**src/core/clve_pkg.sv**
```systemverilog
// Shared constants and types of the current-loop value encoder.
// Assumes a 125 MHz single clock and a 32-bit classic Wishbone slave port.
package clve_pkg;

    // ------------------------------------------------------------
    // Widths
    // ------------------------------------------------------------
    localparam int WORD_W = 16;
    localparam int MAG_W = 12;
    localparam int RAW_W = 14;
    localparam int CH_MAX = 16;
    localparam int IRQ_W = 3;

    // ------------------------------------------------------------
    // Scale points, in units of 1/128 mA or 0.1 ohm
    // ------------------------------------------------------------
    localparam logic [RAW_W-1:0] LOOP_ZERO_UNITS = 14'h0200; // 4 mA
    localparam logic [RAW_W-1:0] LOOP_FULL_UNITS = 14'h0A00; // 20 mA
    localparam logic [RAW_W-1:0] RTD_RATED_MAX = 14'h0800;   // About 266 C
    localparam logic [RAW_W-1:0] SAT_LIMIT = 14'h1000;       // 4096 units
    localparam logic [MAG_W-1:0] MAG_ALL_ONES = 12'hFFF;

    // ------------------------------------------------------------
    // Measured-value word layout
    // ------------------------------------------------------------
    localparam int BIT_OVF = 0;
    localparam int BIT_ERR = 1;
    localparam int BIT_ACT = 2;
    localparam int MAG_LSB = 3;
    localparam int BIT_SIGN = 15;

    // ------------------------------------------------------------
    // Register map, byte addresses
    // ------------------------------------------------------------
    localparam logic [7:0] REG_CTRL = 8'h00;
    localparam logic [7:0] REG_CHAN_EN = 8'h04;
    localparam logic [7:0] REG_IRQ_STAT = 8'h08;
    localparam logic [7:0] REG_IRQ_MASK = 8'h0C;
    localparam logic [7:0] REG_STATUS = 8'h10;
    localparam logic [7:0] REG_VALUE_BASE = 8'h40;
    localparam int CTRL_MODE_LSB = 0;
    localparam int CTRL_RTD_OVER = 2;
    localparam int IRQ_OVF = 0;
    localparam int IRQ_SHORT = 1;
    localparam int IRQ_NEW = 2;

    // ------------------------------------------------------------
    // Types
    // ------------------------------------------------------------
    typedef enum logic [1:0] {
        CLVE_MODE_VOLT = 2'b00,
        CLVE_MODE_LOOP = 2'b01,
        CLVE_MODE_RTD = 2'b10
    } clve_mode_t;

    typedef enum logic [1:0] {
        CLVE_BUS_IDLE = 2'b00,
        CLVE_BUS_WAIT = 2'b01,
        CLVE_BUS_ACK = 2'b10
    } clve_bus_t;

    typedef struct packed {
        logic [3:0] chan;
        logic signed [RAW_W-1:0] raw;
        logic err;
    } clve_conv_t;

endpackage

```
**src/core/clve_val_mem.sv**
```systemverilog
// Per-channel store of encoded measured-value words.
// Assumes one write and one read port on the same clock; read data registered.
`timescale 1ns/1ps
module clve_val_mem
    import clve_pkg::*;
#(
    parameter int DEPTH = 16,
    parameter int WIDTH = WORD_W
)
(
    // Clock and reset
    input wire logic clk_i,
    input wire logic rst_i,
    // Write port
    input wire logic wr_en_i,
    input wire logic [$clog2(DEPTH)-1:0] wr_addr_i,
    input wire logic [WIDTH-1:0] wr_data_i,
    // Read port
    input wire logic [$clog2(DEPTH)-1:0] rd_addr_i,
    output logic [WIDTH-1:0] rd_data_o
);

    // ------------------------------------------------------------
    // Elaboration check
    // ------------------------------------------------------------
    if (DEPTH < 2 || WIDTH < 1)
    begin : g_bad_size
        $error("DEPTH must be at least 2 and WIDTH at least 1");
    end

    logic [WIDTH-1:0] mem [DEPTH];

    // Storage write and registered read
    always_ff @(posedge clk_i)
    begin
        if (wr_en_i)
        begin
            mem[wr_addr_i] <= wr_data_i;
        end
        if (rst_i)
        begin
            rd_data_o <= '0;
        end
        else
        begin
            rd_data_o <= mem[rd_addr_i];
        end
    end

endmodule // clve_val_mem

```
**src/core/clve_top.sv**
```systemverilog
// Current-loop value encoder: packs converted channel values into words.
// Assumes conversions arrive from logic on clk_i; the short pin is asynchronous.
//
// Our own choices: the placing of the registers and the Wishbone interface to the registers.
`timescale 1ns/1ps
module clve_top
    import clve_pkg::*;
#(
    parameter int NUM_CH = 16
)
(
    // Clock and reset
    input wire logic clk_i,
    input wire logic rst_i,
    // Wishbone slave
    input wire logic wb_cyc_i,
    input wire logic wb_stb_i,
    input wire logic wb_we_i,
    input wire logic [7:0] wb_adr_i,
    input wire logic [3:0] wb_sel_i,
    input wire logic [31:0] wb_dat_i,
    output logic [31:0] wb_dat_o,
    output logic wb_ack_o,
    // Conversion results
    input wire logic conv_valid_i,
    input wire clve_conv_t conv_i,
    // Transducer short-circuit sense pin
    input wire logic short_sense_i,
    // Interrupt
    output logic irq_o
);

    localparam int CH_W = $clog2(NUM_CH) < 1 ? 1 : $clog2(NUM_CH);

    // ------------------------------------------------------------
    // Elaboration check
    // ------------------------------------------------------------
    if (NUM_CH < 2 || NUM_CH > CH_MAX || (1 << CH_W) != NUM_CH)
    begin : g_bad_ch
        $error("NUM_CH must be a power of two from 2 to 16");
    end

    typedef struct packed {
        clve_bus_t bus;
        logic ack;
        logic [31:0] rdata;
        clve_mode_t mode;
        logic rtd_over;
        logic [CH_MAX-1:0] chan_en;
        logic [IRQ_W-1:0] irq_stat;
        logic [IRQ_W-1:0] irq_mask;
        logic short_m;
        logic short_q;
        logic short_d;
        logic wr_vld;
        logic [3:0] wr_chan;
        logic [WORD_W-1:0] word;
    } clve_state_t;

    clve_state_t s;
    clve_state_t next_s;
    logic [WORD_W-1:0] mem_rd;
    logic [WORD_W-1:0] enc_word;
    logic bus_req;
    logic in_value;

    // ------------------------------------------------------------
    // Word encoder
    // ------------------------------------------------------------
    function automatic logic [WORD_W-1:0] encode(clve_conv_t c, clve_mode_t m,
                                                 logic rtd_ov, logic act, logic shrt);
        logic [WORD_W-1:0] w;
        logic neg;
        logic [RAW_W-1:0] mag;
        logic ovf;
        logic [MAG_W-1:0] mag12;
        w = '0;
        neg = c.raw[RAW_W-1] && (m == CLVE_MODE_VOLT);
        mag = c.raw[RAW_W-1] ? ((m == CLVE_MODE_VOLT) ? RAW_W'(-c.raw) : '0) : c.raw;
        ovf = 1'b0;
        mag12 = mag[MAG_W-1:0]; // Loop range passes units unchanged: 512..2560
        if (m == CLVE_MODE_RTD && !rtd_ov && mag > RTD_RATED_MAX)
        begin
            mag12 = RTD_RATED_MAX[MAG_W-1:0];
            ovf = 1'b1;
        end
        else if (mag >= SAT_LIMIT)
        begin
            mag12 = MAG_ALL_ONES;
            ovf = 1'b1;
        end
        w[BIT_SIGN] = neg;
        w[BIT_SIGN-1:MAG_LSB] = mag12;
        w[BIT_ACT] = act;
        w[BIT_ERR] = c.err && (m != CLVE_MODE_LOOP);
        w[BIT_OVF] = ovf || shrt;
        return w;
    endfunction

    assign enc_word = encode(conv_i, s.mode, s.rtd_over, s.chan_en[conv_i.chan], s.short_q);
    assign bus_req = wb_cyc_i && wb_stb_i;
    assign in_value = (wb_adr_i >= REG_VALUE_BASE)
        && (wb_adr_i < REG_VALUE_BASE + 8'(NUM_CH * 4));

    // ------------------------------------------------------------
    // Next state
    // ------------------------------------------------------------
    always_comb
    begin
        next_s = s;
        // Pin synchroniser
        next_s.short_m = short_sense_i;
        next_s.short_q = s.short_m;
        next_s.short_d = s.short_q;
        // Encode stage
        next_s.wr_vld = conv_valid_i;
        if (conv_valid_i)
        begin
            next_s.wr_chan = conv_i.chan;
            next_s.word = enc_word;
        end
        // Wishbone slave
        next_s.ack = 1'b0;
        case (s.bus)
            CLVE_BUS_IDLE:
            begin
                if (bus_req)
                begin
                    next_s.bus = CLVE_BUS_WAIT;
                end
            end
            CLVE_BUS_WAIT:
            begin
                next_s.ack = 1'b1;
                next_s.bus = CLVE_BUS_ACK;
                next_s.rdata = '0;
                if (in_value)
                begin
                    next_s.rdata = {16'h0000, mem_rd};
                end
                else
                begin
                    case (wb_adr_i)
                        REG_CTRL: next_s.rdata = {29'h0, s.rtd_over, s.mode};
                        REG_CHAN_EN: next_s.rdata = {16'h0000, s.chan_en};
                        REG_IRQ_STAT: next_s.rdata = {29'h0, s.irq_stat};
                        REG_IRQ_MASK: next_s.rdata = {29'h0, s.irq_mask};
                        REG_STATUS: next_s.rdata = {31'h0, s.short_q};
                        default: next_s.rdata = '0;
                    endcase
                end
                if (wb_we_i && wb_sel_i[0])
                begin
                    case (wb_adr_i)
                        REG_CTRL:
                        begin
                            next_s.mode = clve_mode_t'(wb_dat_i[CTRL_MODE_LSB +: 2]);
                            next_s.rtd_over = wb_dat_i[CTRL_RTD_OVER];
                        end
                        REG_CHAN_EN: next_s.chan_en[7:0] = wb_dat_i[7:0];
                        REG_IRQ_MASK: next_s.irq_mask = wb_dat_i[IRQ_W-1:0];
                        default: next_s.irq_mask = s.irq_mask;
                    endcase
                end
                if (wb_we_i && wb_sel_i[1] && wb_adr_i == REG_CHAN_EN)
                begin
                    next_s.chan_en[15:8] = wb_dat_i[15:8];
                end
            end
            CLVE_BUS_ACK:
            begin
                next_s.bus = CLVE_BUS_IDLE;
            end
            default:
            begin
                next_s.bus = CLVE_BUS_IDLE;
            end
        endcase
        // Sticky interrupt flags: write one clears, new event wins
        if (s.bus == CLVE_BUS_WAIT && wb_we_i && wb_sel_i[0] && wb_adr_i == REG_IRQ_STAT)
        begin
            next_s.irq_stat = s.irq_stat & ~wb_dat_i[IRQ_W-1:0];
        end
        if (s.wr_vld && s.word[BIT_OVF])
        begin
            next_s.irq_stat[IRQ_OVF] = 1'b1;
        end
        if (s.short_q && !s.short_d)
        begin
            next_s.irq_stat[IRQ_SHORT] = 1'b1;
        end
        if (s.wr_vld)
        begin
            next_s.irq_stat[IRQ_NEW] = 1'b1;
        end
    end

    // ------------------------------------------------------------
    // State register
    // ------------------------------------------------------------
    always_ff @(posedge clk_i)
    begin
        if (rst_i)
        begin
            s <= '{bus: CLVE_BUS_IDLE, mode: CLVE_MODE_LOOP, default: '0};
        end
        else
        begin
            s <= next_s;
        end
    end

    // Value store, read address taken from the bus
    clve_val_mem #(.DEPTH(NUM_CH), .WIDTH(WORD_W)) u_mem (
        .clk_i(clk_i),
        .rst_i(rst_i),
        .wr_en_i(s.wr_vld),
        .wr_addr_i(s.wr_chan[CH_W-1:0]),
        .wr_data_i(s.word),
        .rd_addr_i(wb_adr_i[CH_W+1:2]),
        .rd_data_o(mem_rd)
    );

    // Outputs
    assign wb_dat_o = s.rdata;
    assign wb_ack_o = s.ack;
    assign irq_o = |(s.irq_stat & s.irq_mask);
endmodule // clve_top

```
**config.mk**
```make
export PLATFORM = sky130hd
export DESIGN_NAME = clve_top
export DESIGN_NICKNAME = d
export VERILOG_FILES = /design/src/core/clve_pkg.sv /design/src/core/clve_val_mem.sv /design/src/core/clve_top.sv
export SDC_FILE = /design/constraint.sdc
export NUM_CORES = 1
export LEC_CHECK = 0
export ABC_CLOCK_PERIOD_IN_PS = 3900
export BUFFER_PORTS_ARGS = -buffer_cell sky130_fd_sc_hd__buf_2
export CORE_MARGIN = 1.5
export CORE_UTILIZATION = 45
export CTS_BUF_LIST = sky130_fd_sc_hd__clkbuf_2 sky130_fd_sc_hd__clkbuf_4 sky130_fd_sc_hd__clkbuf_8
export DETAILED_ROUTE_END_ITERATION = 10
export PLACE_DENSITY = 0.67
export SLEW_MARGIN = 20
export SYNTH_ARGS = -nofsm -noshare
export SYNTH_HDL_FRONTEND = slang
export SYNTH_HIERARCHICAL = 1
export SYNTH_SLANG_ARGS = --single-unit
```
**constraint.sdc**
```tcl
create_clock -name clk_i -period 3.9 [get_ports clk_i]
set_input_delay 0.78 -clock clk_i [delete_from_list [all_inputs] [get_ports clk_i]]
set_output_delay 0.78 -clock clk_i [all_outputs]
set_load 0.01 [all_outputs]
```
==> impl_metrics.ini <==
[status]
status = completed

[cts]
clock-sinks = 340
cts_buffers = 51
cts_buffer_depth = 3
clk_latency_ns = 0.58
path_clk_slew_ns = 0.06
cts_tree = done
cts_setup_buffers = 0
htreeDepth = 2
ctsResizeCount = 0
root_buffer = clkbuf_8
postCtsHoldBufs = 0

[placed_design]
port_buffers = 69
routabilityCongestion = 0.798
dp.cells = 1330
hpwl_um = 19200

[setup_path]
critPathArrivalTime_ns = 3.11
cp-end-kind = register
path_max_fanout = 8
crit_required_ns = 4.33
critPathKind = in2reg
start_kind = input pin
reg2reg_depth = 3

[logic_synthesis]
synth_warnings = 6
synth-seq-area-share_pct = 67.2
synth-seq-cells = 340
synthCells = 906
syn-cell-area_sq_um = 13900
ys.flop_type = edfxtp_1
netlist_top_cells_count = edfxtp_1 (256), dfxtp_1 (84), nor2_1 (80)
yosys.area.top_type_share_pct = 55.1
synth-edff-count = 256
synth_area_leaders = edfxtp_1 (55%), dfxtp_1 (12%), mux4_2 (6.3%)
avgSynthCellArea_sq_um = 15.4
synth_top_cell_by_area = edfxtp_1
async_flop_share_pct = 0
synthDistinctLibCells = 69
synth_most_common_cell = edfxtp_1

[hold_path]
hold_class = reg2reg
hold_depth = 1

[global_route]
grt_pass1_wl_um = 45500
grt_pass1_vias = 7709
antenna_found_initial = 0
grt_overflow = 0
grtUsageTotal_pct = 19.3
grt_max_degree = 61

[cells_and_area]
nNetsFinal = 1058
drive_gt1_share_pct = 26.0
synthToLayoutAreaGrowth_pct = 11.8
fillCellCount = 2531
diodes = 0
multi_input_area_sq_um = 4090
final_cells = 1426
regArea_sq_um = 9370

[floorplanning]
fp.dieW_um = 179
initial_core_util_pct = 45.7
row_count = 64
fp.dieH_um = 179
core_sq_um = 30500
dieArea_sq_um = 32000
io_pins = 104

[sta]
tightest_slew_ns = 1.04
setup_viol = 0
grt_setup_unrepaired = no
period_share_pct = 68.8
finClkSkew_ns = 0.0136
min_period_ns = 2.68
fmax_mhz = 373
maxSlewHeadroom_pct = 30.8
finalHoldViolCount = 0
setup_tns_ns = 0
drv_slew = 0

[routing]
ant_nets = 0
drc = 0
wl_per_cell_um = 21.5
firstDrtPassIters = 5
drt_iter0_markers = 573
totalWireLength_um = 30700
avgViaCountPerCell = 5.58
vias = 7962

[power_and_ir_drop]
power.leakage_nw = 5.47
worst_ir_drop_vdd_mv = 0.293
pwr_density_cell_nw_per_um2 = 467

[job]
maxCapViolCount = 0
[per-layer routing]
layer / share of wire (%) / track usage (%) / up-vias
met2: 48 / 30.9 / 256
met1: 44 / 26.7 / 3998
met5: 0 / 0 / -
li1: - / - / 3668
met3: 7.1 / 4.33 / 40
met4: 1.7 / 5.21 / 0
[area by class of cell]
| class | count | share of cell area (%) |
|---|---|---|
| flip-flops and latches | 340 | 60.1 |
| multi-input cells | 488 | 26.2 |
| clock buffers | 78 | 5.97 |
| repair buffers | 97 | 3.60 |
| well taps | 396 | 3.18 |
| clock inverters | 18 | 0.682 |
| inverters | 9 | 0.217 |
[worst paths after layout]
kind / startpoint / to / slack [ns]
worst max register to register: s[20] / u_mem/mem[2][12] / 1.43
worst min-delay path: s[82] / s[82] / 0.41
worst max-delay path: conv_i[2] / s[14] / 1.22
worst min register to register: s[82] / s[82] / 0.41
[layout by cell type, fill, tap and decap left out, types with 16 or more instances in the layout]
cell type | Yosys | routed
dfxtp_1 | 84 | 84
nor2b_1 | 19 | 18
nand2_1 | 30 | 30
nor2_1 | 80 | 80
mux4_2 | 39 | 39
clkbuf_8 | 0 | 55
buf_4 | 38 | 30
edfxtp_1 | 256 | 256
buf_2 | 8 | 67
mux2_2 | 28 | 28
a211oi_1 | 19 | 19
mux2i_1 | 68 | 68
conb_1 | 1 | 16
a22oi_1 | 21 | 21
clkbuf_4 | 0 | 23
a21oi_1 | 18 | 18
[logic make-up after synthesis]
logic type                 Yosys count  synth area share, %
DFF                                340                 67.2
and+or+nand+nor                    196                 7.14
muxes                              143                 15.0
AOI/OAI and AO/OA                  132                 6.56
buffers and inverters               93                 4.03
adders and majority gates            1               0.0897
other                                1               0.0269
[state kept, by name, indices dropped and copies added, names as in the netlist]
name             cells
u_mem/mem          256
next_s               2
wb_dat_o            16
wb_ack_o             1
u_mem/rd_data_o     16
s                   49
[power by group]
part           switching [W]  total [W]  internal, W
registers          0.0000662    0.00401      0.00394
logic               0.000221   0.000375     0.000154
clock network        0.00130    0.00289      0.00159
total                0.00159    0.00727      0.00568
[critical path, stage by stage]
cell and delay [ns]:
buf_2 0.13, inv_1 0.08, ha_1 0.27, nor3b_2 0.35
nand4_1 0.18, a211oi_1 0.25, a31o_2 0.18, nor2_1 0.12
a2111oi_0 0.60, a211oi_1 0.16
[per-stage QoR]
| stage | setup WS [ns] | hold slack (ns) | cell area (sq um) | power [W] | util (%) |
|---|---|---|---|---|---|
| floorplan | 1.30 | 0.388 | 14000 | 0.00434 | - |
| global placement | 0.707 | 0.399 | 14500 | 0.00446 | 47.7 |
| detailed placement | 0.658 | 0.406 | 14500 | 0.00446 | 47.7 |
| CTS | 1.26 | 0.410 | 15600 | 0.00734 | 51.1 |
| global route | 1.07 | 0.425 | 15600 | 0.00753 | 51.1 |
| finish | 1.22 | 0.412 | 15600 | 0.00727 | 51.1 |
No activity file was read; power rests on OpenSTA's default activity.
